==> config.mk <==
export PLATFORM = sky130hd
export DESIGN_NAME = tss_status
export DESIGN_NICKNAME = d
export VERILOG_FILES = /design/src/design/tss_pkg.sv /design/src/design/tss_status.sv
export VERILOG_INCLUDE_DIRS = /design/src /design/src/design
export SDC_FILE = /design/constraint.sdc
export NUM_CORES = 1
export LEC_CHECK = 0
export BUFFER_PORTS_ARGS = -buffer_cell sky130_fd_sc_hd__buf_2
export CAP_MARGIN = 0
export CORE_MARGIN = 2
export CORE_UTILIZATION = 50
export CTS_CLUSTER_SIZE = 40
export DETAILED_ROUTE_END_ITERATION = 10
export GPL_ROUTABILITY_DRIVEN = 1
export PLACE_DENSITY = 0.88
export SLEW_MARGIN = 20
export SYNTH_ARGS = -nofsm -noshare
export SYNTH_HDL_FRONTEND = slang
export SYNTH_SLANG_ARGS = --single-unit
==> constraint.sdc <==
create_clock -name hclk -period 2.1 [get_ports hclk]
set_input_delay 0.315 -clock hclk [delete_from_list [all_inputs] [get_ports hclk]]
set_output_delay 0.315 -clock hclk [all_outputs]
set_load 0.02 [all_outputs]
==> src/design/tss_defs.svh <==
// Offsets, field positions and reset values for the tape status block
`ifndef TSS_DEFS_SVH
`define TSS_DEFS_SVH
`define TSS_OFF_ADPT_WORD 12'h000
`define TSS_OFF_UNIT_STAT 12'h004
`define TSS_OFF_PROG_SET 12'h008
`define TSS_OFF_SENSE_BASE 12'h040
`define TSS_OFF_CTRL 12'h080
`define TSS_SENSE_BYTES 16
`define TSS_RST_BYTE 8'h00
`define TSS_RST_WORD 16'h0000
// Unit status bit positions
`define TSS_UB_READY 0
`define TSS_UB_BUSY 1
`define TSS_UB_WREN 2
`define TSS_UB_START 3
`define TSS_UB_END 4
`define TSS_UB_DONE 5
`define TSS_UB_LOW 6
`define TSS_UB_POS 7
// Interface check byte positions, then data check, read-back failure and sense bus parity bits
`define TSS_S1_CHKEND 0
`define TSS_S1_BUSOUT 1
`define TSS_S1_TAG 2
`define TSS_S1_WRFAIL 3
`define TSS_S1_SEQ 4
`define TSS_S1_CMDPAR 5
`define TSS_S1_DRVPAR 6
`define TSS_S1_RDFAIL 7
`define TSS_S2_DCHK 1
`define TSS_S6_RBFAIL 5
`define TSS_SB_PAR 6
// Control register: bit 0 error clear
`define TSS_CTRL_CLR 0
`endif

==> src/design/tss_pkg.sv <==
// Types for the tape status block
package tss_pkg;
    typedef logic [7:0] tss_byte_t;
    typedef logic [15:0] tss_word_t;
    typedef enum logic [1:0] {
        TSS_ADDR = 2'b01,
        TSS_DATA = 2'b10
    } tss_bus_e;
endpackage

==> src/design/tss_status.sv <==
// Tape status and sense reporting register bank with AHB-Lite slave
// How it works
// RULE_01: Adapter word bits 0-7 carry error, subcommand, parity ... overrun.
// RULE_02: Adapter word bits 8-15 carry normal end through interruption.
// RULE_03: Unit status bits: ready, busy, wren, start, end, done, low, pos.
// RULE_04: Program set byte bits 0-2 and 4 are written by host software.
// RULE_05: Host software sets program bits 3,5,6,7 for timeouts and alerts.
// RULE_06: Ready only with tape loaded and tension established.
// RULE_07: Busy sets on disconnected command, holds until done or clear.
// RULE_08: Write enable when not protected; write while off raises attention.
// RULE_09: Start marker bit; backward command at start raises attention.
// RULE_10: End bit set on marker forward, cleared on marker reverse.
// RULE_11: Done sets at stop lock, tape mark in space file, panel rewind.
// RULE_12: Low speed bit follows 12.5 ips; positioning bit follows sequence.
// RULE_13: Check end bit on check end or not capable in space file.
// RULE_14: Bus out parity check on even outbound parity during write.
// RULE_15: Tag bus parity check on even tag bus parity.
// RULE_16: Bit 3 internal write failure, bit 4 sequence error.
// RULE_17: Bit 5 on odd parity on command register bus.
// RULE_18: Bit 6 on odd parity on drive control bus.
// RULE_19: Bit 7 on read path failure or missing read-back.
// RULE_20: Every alert-class sense bit raises attention when it sets.
// RULE_21: Machine check and enable bits never raise an interrupt.
// RULE_22: Byte 6 bits set data check; read-back failure sets bit 7.
// RULE_23: Sense bus parity flag propagates to all remaining bytes 8-15.
// RULE_24: Error bits stay latched until error clear.
`timescale 1ns/1ps
`include "tss_defs.svh"
module tss_status (
    input wire logic hclk,
    input wire logic hresetn,
    input wire logic hsel,
    input wire logic [11:0] haddr,
    input wire logic [1:0] htrans,
    input wire logic hwrite,
    input wire logic [2:0] hsize,
    input wire logic [31:0] hwdata,
    input wire logic hready,
    output logic [31:0] hrdata,
    output logic hreadyout,
    output logic hresp,
    input wire logic [15:0] adapter_status_field,
    input wire logic tape_loaded,
    input wire logic tension_ok,
    input wire logic disc_cmd_start,
    input wire logic disc_cmd_space_file,
    input wire logic stop_lock,
    input wire logic tape_mark_seen,
    input wire logic panel_rewind,
    input wire logic file_protect,
    input wire logic write_cmd,
    input wire logic backward_cmd,
    input wire logic tape_start_marker,
    input wire logic tape_end_marker,
    input wire logic moving_forward,
    input wire logic low_speed,
    input wire logic positioning,
    input wire logic check_end,
    input wire logic not_capable_sf,
    input wire logic write_xfer,
    input wire logic [8:0] outbound_bus,
    input wire logic [8:0] tag_bus,
    input wire logic [8:0] cmd_reg_bus,
    input wire logic [8:0] drv_ctrl_bus,
    input wire logic wr_module_fail,
    input wire logic seq_error,
    input wire logic read_path_fail,
    input wire logic readback_missing,
    input wire logic [7:0] data_check_events,
    input wire logic [7:0] other_sense_set [2:15],
    input wire logic sense_read_active,
    input wire logic [3:0] sense_read_index,
    input wire logic [8:0] sense_bus,
    output logic attention
);
    import tss_pkg::*;

    tss_byte_t unit_status_field;
    logic st_ready;
    logic st_busy;
    logic st_wren;
    logic st_start;
    logic st_end;
    logic st_done;
    logic st_low;
    logic st_pos;
    tss_byte_t program_flags_field;
    tss_byte_t sense [0:15];
    logic [15:0] ext_adapter;
    logic clr;
    logic ph_valid;
    logic ph_write;
    logic [11:0] ph_addr;
    logic end_prev;
    logic [7:0] s1_set;
    logic rb_fail_set;
    logic bus_par_err;
    logic att_write;
    logic att_back;
    logic [7:0] s1_alert_new;
    logic dchk_set;

    // Single-cycle slave: never stalls, always OKAY
    assign hreadyout = 1'b1;
    assign hresp = 1'b0;

    // Capture address phase of a selected transfer
    always_ff @(posedge hclk or negedge hresetn) begin
        if (!hresetn) begin
            ph_valid <= 1'b0;
            ph_write <= 1'b0;
            ph_addr <= 12'h000;
        end else if (hready) begin
            ph_valid <= hsel && htrans[1];
            ph_write <= hwrite;
            ph_addr <= haddr;
        end
    end

    // Error clear is a write to control bit 0, one cycle pulse
    assign clr = ph_valid && ph_write && (ph_addr == `TSS_OFF_CTRL) &&
                 hwdata[`TSS_CTRL_CLR];

    // RULE_01 RULE_02 adapter word bit order kept as presented
    // RULE_21 extended bits never drive attention or interrupts
    assign ext_adapter = adapter_status_field;

    // RULE_04 RULE_05 program flags written only by software
    always_ff @(posedge hclk or negedge hresetn) begin
        if (!hresetn) begin
            program_flags_field <= `TSS_RST_BYTE;
        end else if (ph_valid && ph_write &&
                     ph_addr == `TSS_OFF_PROG_SET) begin
            program_flags_field <= hwdata[7:0];
        end
    end

    // RULE_03 RULE_06 RULE_08 RULE_09 RULE_12 level status bits
    always_ff @(posedge hclk or negedge hresetn) begin
        if (!hresetn) begin
            st_ready <= 1'b0;
            st_wren <= 1'b0;
            st_start <= 1'b0;
            st_low <= 1'b0;
            st_pos <= 1'b0;
        end else begin
            st_ready <= tape_loaded && tension_ok;
            st_wren <= !file_protect;
            st_start <= tape_start_marker;
            st_low <= low_speed;
            st_pos <= positioning;
        end
    end

    // RULE_10 end bit sets on forward marker edge, clears on reverse edge
    always_ff @(posedge hclk or negedge hresetn) begin
        if (!hresetn) begin
            end_prev <= 1'b0;
            st_end <= 1'b0;
        end else begin
            end_prev <= tape_end_marker;
            if (tape_end_marker && !end_prev) begin
                st_end <= moving_forward;
            end
        end
    end

    // RULE_11 done flag; a set wins over clear in the same cycle
    always_ff @(posedge hclk or negedge hresetn) begin
        if (!hresetn) begin
            st_done <= 1'b0;
        end else if ((stop_lock && !disc_cmd_space_file && st_busy) ||
                     (disc_cmd_space_file && tape_mark_seen) ||
                     panel_rewind) begin
            st_done <= 1'b1;
        end else if (clr) begin
            st_done <= 1'b0;
        end
    end

    // RULE_07 busy from command start until done or clear
    always_ff @(posedge hclk or negedge hresetn) begin
        if (!hresetn) begin
            st_busy <= 1'b0;
        end else if (disc_cmd_start || panel_rewind) begin
            st_busy <= 1'b1;
        end else if (clr || st_done) begin
            st_busy <= 1'b0;
        end
    end

    // One flop per bit so each bit keeps a single driver
    assign unit_status_field[`TSS_UB_READY] = st_ready;
    assign unit_status_field[`TSS_UB_BUSY] = st_busy;
    assign unit_status_field[`TSS_UB_WREN] = st_wren;
    assign unit_status_field[`TSS_UB_START] = st_start;
    assign unit_status_field[`TSS_UB_END] = st_end;
    assign unit_status_field[`TSS_UB_DONE] = st_done;
    assign unit_status_field[`TSS_UB_LOW] = st_low;
    assign unit_status_field[`TSS_UB_POS] = st_pos;

    // Sense byte 1 set terms
    always_comb begin
        s1_set = 8'h00;
        // RULE_13 check end sense
        s1_set[`TSS_S1_CHKEND] = check_end || not_capable_sf;
        // RULE_14 even parity on outbound bus during write
        s1_set[`TSS_S1_BUSOUT] = write_xfer && !(^outbound_bus);
        // RULE_15 even parity on tag bus
        s1_set[`TSS_S1_TAG] = !(^tag_bus);
        // RULE_16 write module failure and sequence error
        s1_set[`TSS_S1_WRFAIL] = wr_module_fail;
        s1_set[`TSS_S1_SEQ] = seq_error;
        // RULE_17 odd parity on command register bus
        s1_set[`TSS_S1_CMDPAR] = ^cmd_reg_bus;
        // RULE_18 odd parity on drive control bus
        s1_set[`TSS_S1_DRVPAR] = ^drv_ctrl_bus;
        // RULE_19 RULE_22 read failure or uncovered read-back failure
        s1_set[`TSS_S1_RDFAIL] = read_path_fail || readback_missing ||
                                 rb_fail_set;
    end

    // RULE_22 read-back failure counts only while check end is off
    assign rb_fail_set = data_check_events[`TSS_S6_RBFAIL] &&
                         !sense[1][`TSS_S1_CHKEND];
    assign dchk_set = |(data_check_events &
                        ~(8'h01 << `TSS_S6_RBFAIL));

    // RULE_23 sense bus parity during sense readout of bytes 8-15
    assign bus_par_err = sense_read_active && sense_read_index[3] &&
                         !(^sense_bus);

    // RULE_24 sticky sense bytes 1-15, byte 0 follows unit status; set wins over the clear
    always_ff @(posedge hclk or negedge hresetn) begin
        if (!hresetn) begin
            for (int i = 0; i < `TSS_SENSE_BYTES; i++) begin
                sense[i] <= `TSS_RST_BYTE;
            end
        end else begin
            sense[0] <= unit_status_field;
            sense[1] <= (clr ? 8'h00 : sense[1]) | s1_set;
            for (int i = 2; i < `TSS_SENSE_BYTES; i++) begin
                sense[i] <= (clr ? 8'h00 : sense[i]) | other_sense_set[i];
            end
            // RULE_22 byte 6 events and data check
            sense[6] <= (clr ? 8'h00 : sense[6]) | other_sense_set[6] |
                        data_check_events;
            sense[2][`TSS_S2_DCHK] <= (!clr && sense[2][`TSS_S2_DCHK]) ||
                                      other_sense_set[2][`TSS_S2_DCHK] ||
                                      dchk_set;
            // RULE_23 flag stays in every remaining byte
            if (bus_par_err) begin
                for (int i = 8; i < `TSS_SENSE_BYTES; i++) begin
                    if (4'(i) >= sense_read_index) begin
                        sense[i][`TSS_SB_PAR] <= 1'b1;
                    end
                end
            end
        end
    end

    // RULE_08 RULE_09 command-driven attention causes
    assign att_write = write_cmd && !unit_status_field[`TSS_UB_WREN];
    assign att_back = backward_cmd && unit_status_field[`TSS_UB_START];
    // Alert-class byte 1 bits: 1..6 plus uncovered read-back failure
    assign s1_alert_new = s1_set & ~sense[1] & 8'h7E;

    // RULE_20 attention pulse whenever an alert bit newly sets
    always_ff @(posedge hclk or negedge hresetn) begin
        if (!hresetn) begin
            attention <= 1'b0;
        end else begin
            attention <= att_write || att_back || (|s1_alert_new) ||
                         rb_fail_set || bus_par_err;
        end
    end

    // Read mux; unmapped addresses read zero
    always_ff @(posedge hclk or negedge hresetn) begin
        if (!hresetn) begin
            hrdata <= 32'h0000_0000;
        end else if (hsel && htrans[1] && !hwrite && hready) begin
            hrdata <= 32'h0000_0000;
            if (haddr == `TSS_OFF_ADPT_WORD) begin
                hrdata <= {16'h0000, ext_adapter};
            end else if (haddr == `TSS_OFF_UNIT_STAT) begin
                hrdata <= {24'h000000, unit_status_field};
            end else if (haddr == `TSS_OFF_PROG_SET) begin
                hrdata <= {24'h000000, program_flags_field};
            end else if (haddr[11:6] == 6'h01 && haddr[1:0] == 2'b00) begin
                hrdata <= {24'h000000, sense[haddr[5:2]]};
            end
        end
    end

    // Cover and check main scenarios
    property p_ready;
        @(posedge hclk) disable iff (!hresetn)
        (tape_loaded && tension_ok) |=> unit_status_field[`TSS_UB_READY];
    endproperty
    a_ready: assert property (p_ready) else $error("ready missing"); // RULE_06
    property p_busy;
        @(posedge hclk) disable iff (!hresetn)
        disc_cmd_start |=> unit_status_field[`TSS_UB_BUSY];
    endproperty
    a_busy: assert property (p_busy) else $error("busy missing"); // RULE_07
    property p_wratt;
        @(posedge hclk) disable iff (!hresetn)
        att_write |=> attention;
    endproperty
    a_wratt: assert property (p_wratt) else $error("no attention"); // RULE_08
    property p_back;
        @(posedge hclk) disable iff (!hresetn)
        (backward_cmd && unit_status_field[`TSS_UB_START]) |=> attention;
    endproperty
    a_back: assert property (p_back) else $error("no attention"); // RULE_09
    property p_done;
        @(posedge hclk) disable iff (!hresetn)
        panel_rewind |=> unit_status_field[`TSS_UB_DONE];
    endproperty
    a_done: assert property (p_done) else $error("done missing"); // RULE_11
    property p_tag;
        @(posedge hclk) disable iff (!hresetn)
        !(^tag_bus) |=> sense[1][`TSS_S1_TAG];
    endproperty
    a_tag: assert property (p_tag) else $error("tag parity lost"); // RULE_15
    property p_cmdpar;
        @(posedge hclk) disable iff (!hresetn)
        (^cmd_reg_bus) |=> sense[1][`TSS_S1_CMDPAR] ##1
            (sense[1][`TSS_S1_CMDPAR] || $past(clr));
    endproperty
    a_cmdpar: assert property (p_cmdpar) else $error("cmd par"); // RULE_17
    property p_dchk;
        @(posedge hclk) disable iff (!hresetn)
        dchk_set |=> sense[2][`TSS_S2_DCHK];
    endproperty
    a_dchk: assert property (p_dchk) else $error("data check"); // RULE_22
    property p_latch;
        @(posedge hclk) disable iff (!hresetn)
        (sense[1][`TSS_S1_SEQ] && !clr) |=> sense[1][`TSS_S1_SEQ];
    endproperty
    a_latch: assert property (p_latch) else $error("unlatched"); // RULE_24
    // Further checks on status flags and sense bits
    property p_nrdy;
        @(posedge hclk) disable iff (!hresetn)
        !(tape_loaded && tension_ok) |=> !unit_status_field[`TSS_UB_READY];
    endproperty
    a_nrdy: assert property (p_nrdy) else $error("bad ready"); // RULE_06
    property p_endf;
        @(posedge hclk) disable iff (!hresetn)
        (tape_end_marker && !$past(tape_end_marker) && moving_forward) |=>
            unit_status_field[`TSS_UB_END];
    endproperty
    a_endf: assert property (p_endf) else $error("end not set"); // RULE_10
    property p_endr;
        @(posedge hclk) disable iff (!hresetn)
        (tape_end_marker && !$past(tape_end_marker) && !moving_forward) |=>
            !unit_status_field[`TSS_UB_END];
    endproperty
    a_endr: assert property (p_endr) else $error("end not clr"); // RULE_10
    property p_sfst;
        @(posedge hclk) disable iff (!hresetn)
        (stop_lock && disc_cmd_space_file && !tape_mark_seen &&
         !panel_rewind && !unit_status_field[`TSS_UB_DONE]) |=>
            !unit_status_field[`TSS_UB_DONE];
    endproperty
    a_sfst: assert property (p_sfst) else $error("early done"); // RULE_11
    property p_chke;
        @(posedge hclk) disable iff (!hresetn)
        (check_end || not_capable_sf) |=> sense[1][`TSS_S1_CHKEND];
    endproperty
    a_chke: assert property (p_chke) else $error("check end"); // RULE_13
    property p_bout;
        @(posedge hclk) disable iff (!hresetn)
        (write_xfer && !(^outbound_bus)) |=> sense[1][`TSS_S1_BUSOUT];
    endproperty
    a_bout: assert property (p_bout) else $error("bus out par"); // RULE_14
    property p_rdf;
        @(posedge hclk) disable iff (!hresetn)
        read_path_fail |=> sense[1][`TSS_S1_RDFAIL];
    endproperty
    a_rdf: assert property (p_rdf) else $error("read fail"); // RULE_19
    property p_spar;
        @(posedge hclk) disable iff (!hresetn)
        (sense_read_active && sense_read_index[3] && !(^sense_bus)) |=>
            sense[15][`TSS_SB_PAR];
    endproperty
    a_spar: assert property (p_spar) else $error("sense par"); // RULE_23
    c_clear: cover property (@(posedge hclk) clr);
    c_rew: cover property (@(posedge hclk) panel_rewind);
    c_att: cover property (@(posedge hclk) attention);
    c_par: cover property (@(posedge hclk) bus_par_err);
endmodule

Yosys cells after proc, flatten, opt, wreduce, memory -nomap -nowiden
Index checks and enable logic that the tools add are counted.
{"block": "totals", "register_bits": 192, "input_bits": 262, "output_inout_bits": 35, "elab_cells": 160}
{"block": "op_classes", "order_cmp": 9, "n_eq_ne": 5, "muxes": 42, "bitwise": 19, "n_reduce_logical": 54}
{"op": "$mux 8", "n": 20}
{"op": "$or 8x8->8", "n": 16}
{"op": "$reduce_xor 9->1", "n": 5}
{"op": "$bmux 8 s4", "n": 1}
{"op": "$ge 4x4->1 const A", "n": 8}
{"op": "$eq 12x4->1 const B", "n": 2}
{"op": "$logic_and 1x1->1", "n": 20}
{"op": "$mux 1", "n": 20}
{"op": "$mux 16", "n": 1}
{"op": "$logic_or 1x1->1", "n": 13}
{"op": "$eq 12x3->1 const B", "n": 1}
{"op": "$eq 12x8->1 const B", "n": 1}
{"op": "$logic_not 12->1", "n": 1}
{"op": "$logic_not 1->1", "n": 10}
{"op": "$and 7x7->7", "n": 1}
{"op": "$not 7->7", "n": 1}
{"op": "$reduce_or 7->1", "n": 1}
{"op": "$eq 6x1->1 const B", "n": 1}
{"op": "$reduce_or 6->1", "n": 1}
{"op": "$ge 5x5->1 const B", "n": 1}
{"op": "$not 4->5", "n": 1}
{"op": "$reduce_bool 2->1", "n": 2}
{"op": "$logic_not 2->1", "n": 1}

Depth between registers and ports, before layout
Gate-level depths: netlist (run 1).
{"block": "depth", "ltp_word": 8, "mapped_depth": 8, "mapped_depth_nobuf": 5}

Worst setup path after synthesis (run 1)
No wires, ideal clock.
{"block": "synth_timing", "path_kind": "input to register", "startpoint": "input port haddr[2]", "endpoint": "register hrdata[6]", "setup_ps": 130, "t_arrival_ps": 1795, "required_ps": 1970, "path_slack_ps": 174, "cell_stages": 6, "n_path_buf": 2, "path_cell_list": "buf_2 buf_2 mux4_2 mux2_2 a21oi_1 o21ai_0"}
{"block": "synth_between", "elab_chain_cells": 8, "elab_cells_between_ends": 11, "cone_classes": "eq/ne: 2; mux: 7; bitwise: 1; reduce/logical: 1"}
{"element": "start, declared", "line_no": "tss_status.sv:33", "text": "input wire logic [11:0] haddr,"}
{"element": "$not 4->5 (not written as such)", "line_no": "tss_status.sv:291", "text": "hrdata <= {24'h000000, sense[haddr[5:2]]};"}
{"element": "$bmux 8 s4", "line_no": "tss_status.sv:291"}
{"element": "$mux 8 (not written as such) (2 in a row)", "line_no": "tss_status.sv:291"}
{"element": "$mux 8", "line_no": "tss_status.sv:290", "text": "end else if (haddr[11:6] == 6'h01 && haddr[1:0] == 2'b00) begin"}
{"element": "$mux 8", "line_no": "tss_status.sv:288", "text": "end else if (haddr == `TSS_OFF_PROG_SET) begin"}
{"element": "$mux 8", "line_no": "tss_status.sv:286", "text": "end else if (haddr == `TSS_OFF_UNIT_STAT) begin"}
{"element": "$mux 16 *", "line_no": "tss_status.sv:284", "text": "if (haddr == `TSS_OFF_ADPT_WORD) begin"}
{"element": "end signal, assigned", "line_no": "tss_status.sv:285", "text": "hrdata <= {16'h0000, ext_adapter};"}
{"element": "end signal, assigned", "line_no": "tss_status.sv:287", "text": "hrdata <= {24'h000000, unit_status_field};"}
{"element": "end signal, assigned", "line_no": "tss_status.sv:289", "text": "hrdata <= {24'h000000, program_flags_field};"}
{"element": "end, declared", "line_no": "tss_status.sv:39", "text": "output logic [31:0] hrdata,"}
Every way passes the cells marked *; elsewhere a longest branch is shown, timed or not. The select of a mux whose other input is x is not followed.
A chain may end at the register's enable or synchronous reset.

Worst setup path after layout (run 1)
{"block": "layout_timing", "startpoint": "register ph_addr[6]", "endpoint": "register sense[77] in the netlist's numbering"}
{"block": "layout_between", "elab_chain_cells": 6}
{"element": "start, declared", "line_no": "tss_status.sv:93", "text": "logic [11:0] ph_addr;"}
{"element": "start signal, assigned", "line_no": "tss_status.sv:116", "text": "ph_addr <= haddr;"}
{"element": "$eq 12x8->1 (no line)"}
{"element": "$logic_and 1x1->1 (2 in a row)", "line_no": "tss_status.sv:121", "text": "assign clr = ph_valid && ph_write && (ph_addr == `TSS_OFF_CTRL) &&"}
{"element": "$mux 8", "line_no": "tss_status.sv:246", "text": "sense[6] <= (clr ? 8'h00 : sense[6]) | other_sense_set[6] |"}
{"element": "$or 8x8->8 (2 in a row)", "line_no": "tss_status.sv:246"}
{"element": "end signal, assigned by index", "line_no": "tss_status.sv:237", "text": "sense[i] <= `TSS_RST_BYTE;"}
{"element": "end signal, assigned by index", "line_no": "tss_status.sv:243", "text": "sense[i] <= (clr ? 8'h00 : sense[i]) | other_sense_set[i];"}
{"element": "end signal, assigned by index", "line_no": "tss_status.sv:248", "text": "sense[2][`TSS_S2_DCHK] <= (!clr && sense[2][`TSS_S2_DCHK]) ||"}
{"element": "end, declared", "line_no": "tss_status.sv:88", "text": "tss_byte_t sense [0:15];"}
No other way between the ends.

==> run metrics, run 1 <==
Synth Instances=580; number of port buffers=250; height of the die=130 um; fin crit period=1980 ps; HPWL after DPL=15100 um; outcome=finished, final reports clean; Hold Vio Cnt, Final=0; worst-case hold slack=16.6 ps; worst-skew pair later-pin latency=420 ps; main combinational cell family by area after synthesis=compound AO/OA/AOI/OAI gates; number of synthesized flops with an enable pin=0; DRC errors left=0; fin nets=1102; commonest non-fill, non-tap cells in the layout=249 x sky130_fd_sc_hd__buf_2, 176 x sky130_fd_sc_hd__dfrtp_1, 108 x sky130_fd_sc_hd__a21o_1, 32 x sky130_fd_sc_hd__mux4_2, 29 x sky130_fd_sc_hd__mux2_2; worst setup path category=reg2reg; via-per-instance ratio=5.46; fraction of final layout cells sized beyond drive strength 1=0.453; number of H-tree levels=4; Arrival @ worst endpoint=2280 ps; compound-gate portion of the synthesized area=0.173; max_cap viols=0; power density over cell area=731 mW/mm2; unrepaired setup endpoints after global routing=no; count of final max-slew check failures=0; sort of element at the end of the critical path=flip-flop; number of placement rows=46; Syn. warnings=0; post-synthesis sequential element count=176; maximum achievable frequency=0.506 GHz; maximum clock skew at final layout=8.90 ps; Routed wire per std cell=18.6 um; slowest stage cell on the critical path=sky130_fd_sc_hd__or3_4; global-route wire length before repair=30500 um; path category of the worst min-delay check=in2reg; Setup TNS=0 ps; Max clock buf depth=2; share of the clock period used by the worst path after layout=0.941; maximum number of pins on one net before global-route repair=72; Worst path max stage delay=480 ps; register clock-pin slew on the reported worst setup and hold paths=60 ps; Fill cells=1170; num ports=297; clock tree from TritonCTS=yes; CTS buffer count=17; initial antenna violation count=4; sequential area share after synthesis=0.554; dominant synthesized flop cell=sky130_fd_sc_hd__dfrtp_1; startpoint kind of the worst setup timing path=flip-flop; library cells used by synthesis=52; Total Power=7.43 mW; number of nets with antenna violations after routing=0; post-CTS setup buffer count=0; root buffer cell=sky130_fd_sc_hd__clkbuf_16; sink count of the clock tree=176; die width=130 um; Final Instance Count excl. Fillers=1073; Syn-to-layout area delta=27.7%; total routing resource utilization after global routing=0.242; number of cells in the design after placement=1033; top fanout value on the critical path=38; Die ar.=0.0169 mm2; placement-stage cell area=0.00951 mm2; Final Wtd Congestion=0.810; wirelength, routed=19900 um; number of iterations in the first detailed-routing pass=5; adder and majority cell fraction of the synthesized area=0; kind of cell adding the most delay to the critical path=simple AND/OR/NAND/NOR gates; Core ar.=0.0157 mm2; number of global-route vias before repair=5958; buffer and inverter count on the worst path=1; post-synthesis instance area=0.00796 mm2; post-layout instance area=0.0102 mm2; Avg Synthesized Cell Area=13.7 um2; commonest non-fill, non-tap cell in the layout=sky130_fd_sc_hd__buf_2; required time of the worst setup path=2400 ps; static leakage power=4.26 nW; highest ir drop seen on vdd=0.000580 V; number of violations reported at the end of detailed-routing iteration 0=288; final global-route overflow total=0; initial standard-cell utilization of the core=0.506; routed via count=5862; synthesized-area fraction occupied by and/or/nand/nor cells=0.0409; fraction of registers with async set or reset after synthesis=1.00; CP Cell Sequence=nor4_2, nand3_1, or3_4, buf_12, a211o_1; xor and xnor fraction of the mapped netlist area=0.0469; number of setup violations in the final report=0; portion of netlist area occupied by mux cells=0.143
[final timing paths]
check | start | end | slack [ps] | depth (start not counted)
max in group asynchronous | hresetn | st_busy | 1080 | 3
hold / removal | tape_end_marker | end_prev | 20 | 1
setup reg to reg | ph_addr[6] | sense[77] | 120 | 5
min in group asynchronous | hresetn | sense[96] | 320 | 2
hold reg to reg | st_pos | sense[127] | 390 | 0
setup / recovery | ph_addr[6] | sense[77] | 120 | 5
[per-layer routing]
| metal | vias to the layer above | part of all wire | track usage |
|---|---|---|---|
| li1 | 2645 | - | - |
| met1 | 2922 | 0.40 | 0.302 |
| met2 | 252 | 0.50 | 0.401 |
| met3 | 43 | 0.069 | 0.0558 |
| met4 | 0 | 0.032 | 0.116 |
| met5 | - | 0 | 0 |
[cells by family (layout without fill, tap and decap cells)]
| group | count (synthesis) | in the layout |
|---|---|---|
| other cells | 2 | 22 |
| buf+inv | 61 | 318 |
| mux | 70 | 70 |
| compound gates | 184 | 184 |
| xor+xnor | 33 | 33 |
| simple gates | 54 | 54 |
| flops | 176 | 176 |
[layout make-up]
| cell class | count | area [um2] | area share |
|---|---|---|---|
| antenna | 4 | 10.0 | 0.000985 |
| clock buffer | 18 | 439 | 0.0432 |
| clock inverter | 14 | 156 | 0.0154 |
| inverter | 7 | 26.3 | 0.00259 |
| multi-input combinational | 359 | 3290 | 0.324 |
| sequential | 176 | 4400 | 0.433 |
| tap | 216 | 270 | 0.0266 |
| timing repair buffer | 279 | 1560 | 0.154 |
[report_power, final]
group	internal, mW	switching [mW]
Sequential	3.45	0.0362
Clock	1.81	1.37
Combinational	0.401	0.365
Total	5.66	1.77
[cell usage after synthesis, drive strengths merged (8+ instances only)]
library cell  count  area share
mux4             32       0.091
buf              37       0.030
mux2             29       0.041
nand2            17      0.0080
a211o            10       0.011
dfrtp           176        0.55
xnor2            20       0.022
nor2b             8      0.0063
mux2i             9       0.011
a21oi            19       0.012
a22o             10       0.011
a21o            108        0.10
clkbuf           17      0.0080
[repair_timing]
item	in CTS	in global routing
hold endpoints to repair	27	0
hold buffers	4	0
endpoints found under the setup margin	0	8
resized for setup	0	1
[registers in the layout, summed over array words and instances, names as in the netlist]
register             count
sense                  128
hrdata                  16
ph_addr                 12
program_flags_field      8
attention                1
end_prev                 1
ph_valid                 1
ph_write                 1
st_busy                  1
st_done                  1
st_end                   1
st_low                   1
st_pos                   1
st_ready                 1
st_start                 1
st_wren                  1
[stage by stage]
step | setup WS (ps) | utilization
2_1_floorplan | 174 | -
3_3_place_gp | 9.04 | 0.605
3_5_place_dp | 14.1 | 0.605
4_1_cts | 39.9 | 0.646
5_1_grt | 62.6 | 0.647
6_report | 123 | 0.647
No activity file was read; power rests on OpenSTA's default activity.
==> run 2, diff against run 1 <==
- clock period: 2.1 -> 1.88 ns (I/O delays scaled with it)
==> run metrics, run 2 (synthesis results as in run 1) <==
global-route wire length before repair=31100 um (+2.0%); count of final max-slew check failures=0 (unchanged); height of the die=130 um (unchanged); fin nets=1114 (+1.1%); routed via count=5947 (+1.5%); path category of the worst min-delay check=in2reg; die width=130 um (unchanged); Final Wtd Congestion=0.795 (-1.9%); number of placement rows=46 (unchanged); HPWL after DPL=15300 um (+1.2%); fin crit period=1890 ps (-86.8 ps); Routed wire per std cell=18.7 um (+0.77%); number of global-route vias before repair=6122 (+2.8%); Reg area=0.00440 mm2 (unchanged); static leakage power=4.32 nW (+1.4%); initial antenna violation count=3 (-1); Largest register FFs=128 (unchanged); maximum number of pins on one net before global-route repair=53 (-26%); Die ar.=0.0169 mm2 (unchanged); worst-skew pair later-pin latency=420 ps (about the same); number of cells in the design after placement=1043 (+0.97%); Syn-to-layout area delta=29.2%; Total Power=8.13 mW (+9.5%); required time of the worst setup path=2190 ps (-210 ps); share of the clock period used by the worst path after layout=1.01 (+0.0640); number of violations reported at the end of detailed-routing iteration 0=316 (+9.7%); Biggest register=sense; CTS buffer count=17 (unchanged); top fanout value on the critical path=21 (-45%); Arrival @ worst endpoint=2200 ps (-80 ps); Worst path max stage delay=400 ps (-80 ps); max_cap viols=0 (unchanged); via-per-instance ratio=5.49 (+0.42%); register clock-pin slew on the reported worst setup and hold paths=70 ps (about the same); total routing resource utilization after global routing=0.246 (+0.00430); clock tree from TritonCTS=yes; number of nets with antenna violations after routing=0 (unchanged); largest registers=sense: 128 flops, hrdata: 16 flops, ph_addr: 12 flops; Final Instance Count excl. Fillers=1084 (+1.0%); number of H-tree levels=4 (unchanged); multi-input gate area in the final layout=0.00330 mm2 (+0.11%); startpoint kind of the worst setup timing path=flip-flop; Max clock buf depth=2 (unchanged); number of port buffers=250 (unchanged); number of setup violations in the final report=3 (+3); CP Cell Sequence=nor4_2, nand3_1, or3_4, buf_12, a221o_2; min setup slack post-route=-10.0 ps (-133 ps); DP Worst Slack=-164 ps (-178 ps); DRC errors left=0 (unchanged); power density over cell area=791 mW/mm2 (+8.3%); final global-route overflow total=0 (unchanged); highest ir drop seen on vdd=0.000614 V (+5.8%); initial standard-cell utilization of the core=0.506 (unchanged); end-of-flow core utilization=0.654 (+0.00733); root buffer cell=sky130_fd_sc_hd__clkbuf_16; maximum achievable frequency=0.529 GHz (+4.6%); violated checks=setup timing; commonest non-fill, non-tap cells in the layout=249 x sky130_fd_sc_hd__buf_2, 176 x sky130_fd_sc_hd__dfrtp_1, 108 x sky130_fd_sc_hd__a21o_1, 32 x sky130_fd_sc_hd__mux4_2, 29 x sky130_fd_sc_hd__mux2_2; unrepaired setup endpoints after global routing=yes; Setup TNS=-22.8 ps (-22.8 ps); worst setup path category=reg2reg; slowest stage cell on the critical path=sky130_fd_sc_hd__dfrtp_1; wirelength, routed=20300 um (+1.8%); outcome=complete, but fails checks; num ports=297 (unchanged); Fill cells=1175 (+0.43%); post-CTS setup buffer count=0 (unchanged); commonest non-fill, non-tap cell in the layout=sky130_fd_sc_hd__buf_2; Core ar.=0.0157 mm2 (unchanged); sort of element at the end of the critical path=flip-flop; Hold Vio Cnt, Final=0 (unchanged); sink count of the clock tree=176 (unchanged); number of iterations in the first detailed-routing pass=4 (-1); fraction of final layout cells sized beyond drive strength 1=0.458 (+0.00528); maximum clock skew at final layout=9.50 ps (+0.599 ps)
## run 2: cell count changes in the layout (fill, tap and decap cells not counted), sizes merged
cell and delta:
buf +10, bufinv -1, clkbuf +1, clkinv +4, diode -1, dlygate4sd3 +2, inv -4
## run 2: where the power goes
group / switching, mW / internal, mW
Combinational: 0.420 / 0.472
Clock: 1.49 / 1.86
Sequential: 0.0397 / 3.85
Total: 1.95 / 6.18
## run 2: repair_timing
item,in CTS,in global routing
setup endpoints to repair,69,67
hold buffers,6,0
resized for setup,2,2
hold endpoints to repair,46,0
pin swaps,3,0
## run 2: worst paths after layout
kind                                       from    endpoint  slack (ps)  depth (start not counted)
setup / recovery                     ph_addr[6]   sense[62]         -10                          5
hold / removal             other_sense_set[104]  sense[104]          30                          2
setup reg to reg                     ph_addr[6]   sense[62]         -10                          5
hold reg to reg                          st_pos  sense[127]         370                          0
max in group asynchronous               hresetn   sense[26]         900                          3
min in group asynchronous               hresetn   sense[64]         370                          2
## run 2: layout make-up
class	count	area share
Antenna cell	3	0.000731
Clock buffer	19	0.0431
Clock inverter	13	0.0111
Inverter	7	0.00256
Multi-Input combinational cell	359	0.321
Sequential cell	176	0.429
Tap cell	216	0.0263
Timing Repair Buffer	291	0.167
## run 2: worst max-delay path: cells and delay by family (launching register included)
family / cells / cell delay [ps]
buf+inv: 1 / 180
simple gates: 3 / 810
compound gates: 1 / 390
flops: 1 / 400
## run 2: through the flow
| stage | hold slack, ps | area, um2 |
|---|---|---|
| detailed placement | 242 | 9630 |
| global route | 16.1 | 10300 |
| floorplan | -13.6 | 8020 |
| finish | 28.4 | 10300 |
| CTS | 18.2 | 10300 |
| global placement | 238 | 9630 |
## run 2: metal layers
layer | routed length, um | vias up | track usage
met1 | 8230 | 2989 | 0.313
li1 | - | 2665 | -
met4 | 489 | 0 | 0.0936
met5 | 0 | - | 0
met2 | 10300 | 259 | 0.417
met3 | 1310 | 34 | 0.0525
==> run 3, diff against run 2 <==
- BUFFER_PORTS_ARGS: -buffer_cell sky130_fd_sc_hd__buf_2 -> -buffer_cell sky130_fd_sc_hd__buf_4
==> run metrics, run 3 (synthesis results as in run 1) <==
share of the clock period used by the worst path after layout=1.04 (+0.0305); Worst slew margin=0.621; initial antenna violation count=0 (-3); DRC errors left=0 (unchanged); violated checks=setup timing; final global-route overflow total=0 (unchanged); outcome=complete, but fails checks; register clock-pin slew on the reported worst setup and hold paths=70 ps (about the same); transition at the pin with the smallest max-transition slack=567 ps; fin nets=1120 (+0.54%); commonest non-fill, non-tap cell in the layout=sky130_fd_sc_hd__buf_4; maximum number of pins on one net before global-route repair=60 (+13%); number of port buffers=250 (unchanged); max_cap viols=0 (unchanged); clock tree from TritonCTS=yes; placement-stage cell area=0.0102 mm2 (+6.2%); largest registers=sense: 128 flops, hrdata: 16 flops, ph_addr: 12 flops; Arrival @ worst endpoint=2260 ps (+60 ps); slowest stage cell on the critical path=sky130_fd_sc_hd__or3_4; num ports=297 (unchanged); Largest register FFs=128 (unchanged); count of final max-slew check failures=0 (unchanged); number of setup violations in the final report=15 (+12); global-route wire length before repair=32800 um (+5.5%); number of violations reported at the end of detailed-routing iteration 0=291 (-7.9%); via-per-instance ratio=5.52 (+0.65%); Max clock buf depth=2 (unchanged); wirelength, routed=21100 um (+4.1%); Routed wire per std cell=19.4 um (+3.8%); post-CTS setup buffer count=0 (unchanged); die width=130 um (unchanged); power density over cell area=774 mW/mm2 (-2.1%); number of nets with antenna violations after routing=0 (unchanged); maximum achievable frequency=0.514 GHz (-2.9%); fin crit period=1950 ps (+57.4 ps); startpoint kind of the worst setup timing path=flip-flop; commonest non-fill, non-tap cells in the layout=284 x sky130_fd_sc_hd__buf_4, 176 x sky130_fd_sc_hd__dfrtp_1, 108 x sky130_fd_sc_hd__a21o_1, 32 x sky130_fd_sc_hd__mux4_2, 29 x sky130_fd_sc_hd__mux2_2; unrepaired setup endpoints after global routing=yes; fraction of final layout cells sized beyond drive strength 1=0.464 (+0.00603); HPWL after DPL=16000 um (+4.8%); worst-skew pair later-pin latency=430 ps (about the same); Setup TNS=-451 ps (-428 ps); static leakage power=4.53 nW (+5.0%); maximum clock skew at final layout=10.4 ps (+0.862 ps); Final Wtd Congestion=0.808 (+1.7%); min setup slack post-route=-67.4 ps (-57.4 ps); path category of the worst min-delay check=in2reg; Antenna diodes=0 (-3); worst setup path category=reg2reg; Worst path max stage delay=430 ps (+30 ps); post-layout instance area=0.0109 mm2 (+6.1%); required time of the worst setup path=2190 ps (about the same); number of iterations in the first detailed-routing pass=6 (+2); Biggest register=sense; CP Cell Sequence=nor4_2, nand3_1, or3_4, buf_12, a221o_2; Syn-to-layout area delta=37.0%; total routing resource utilization after global routing=0.257 (+0.0115); initial standard-cell utilization of the core=0.506 (unchanged); number of H-tree levels=4 (unchanged); Core ar.=0.0157 mm2 (unchanged); Hold Vio Cnt, Final=0 (unchanged); number of global-route vias before repair=6329 (+3.4%); height of the die=130 um (unchanged); worst-case hold slack=21.9 ps (-6.48 ps); root buffer cell=sky130_fd_sc_hd__clkbuf_16; highest ir drop seen on vdd=0.000656 V (+6.9%); CTS buffer count=17 (unchanged); routed via count=6002 (+0.92%); number of placement rows=46 (unchanged); end-of-flow core utilization=0.694 (+0.0399); sink count of the clock tree=176 (unchanged); flop-to-flop setup slack=-70 ps (-60 ps); Die ar.=0.0169 mm2 (unchanged); sort of element at the end of the critical path=flip-flop; Fill cells=1150 (-2.1%); top fanout value on the critical path=21 (unchanged)
[run 3: cell types whose count changed in the layout (fill, tap and decap cells not counted), moves of 3 or more]
cell                       delta
sky130_fd_sc_hd__buf_2      -249
sky130_fd_sc_hd__buf_4      +261
sky130_fd_sc_hd__buf_12       -6
sky130_fd_sc_hd__clkinv_2     -3
sky130_fd_sc_hd__diode_2      -3
sky130_fd_sc_hd__inv_6        +3
[run 3: power breakdown]
group          internal [mW]  switching, mW  total, mW
Clock                   2.01           1.52       3.53
Combinational          0.602          0.418       1.02
Sequential              3.85         0.0398       3.89
Total                   6.46           1.98       8.44
[run 3: layer usage]
| metal | up-vias | GRT usage | part of all wire |
|---|---|---|---|
| met5 | - | 0 | 0 |
| met1 | 3045 | 0.323 | 0.39 |
| li1 | 2677 | - | - |
| met3 | 37 | 0.0636 | 0.066 |
| met4 | 0 | 0.0892 | 0.024 |
| met2 | 243 | 0.438 | 0.52 |
[run 3: area by class of cell]
type                    count  area (um2)  area share
flip-flops and latches    176        4400       0.404
multi-input cells         359        3300       0.303
repair buffers            297        2310       0.211
clock buffers              18         439      0.0403
well taps                 216         270      0.0248
clock inverters            14         155      0.0142
inverters                   7        26.3     0.00241
[run 3: final timing paths]
check / startpoint / to / cells past startpoint
min: other_sense_set[0] / sense[0] / 2
max in group asynchronous: hresetn / sense[4] / 3
max reg2reg: ph_addr[6] / sense[46] / 5
max: ph_addr[6] / sense[46] / 5
min reg2reg: st_low / sense[126] / 0
min in group asynchronous: hresetn / sense[73] / 2
[run 3: worst max-delay path: cells and delay by family (launching register included)]
family / cells / cell delay (ps)
simple gates: 3 / 860
buf+inv: 1 / 190
flops: 1 / 390
compound gates: 1 / 390
[run 3: repair_timing]
action / in CTS / in global routing
hold endpoints to repair: 56 / 0
hold buffers: 6 / 0
pin swaps: 1 / 0
resized for setup: 4 / 1
setup endpoints to repair: 110 / 99
[run 3: stage by stage]
| step | power, mW | worst slack, ps | std cells |
|---|---|---|---|
| 3_5_place_dp | 4.97 | -255 | 1049 |
| 6_report | 8.44 | -67.4 | 1087 |
| 5_1_grt | 8.76 | -154 | 1087 |
| 2_1_floorplan | 4.38 | -2.01 | 596 |
| 4_1_cts | 8.48 | -63.9 | 1087 |
| 3_3_place_gp | 4.95 | -199 | 1049 |
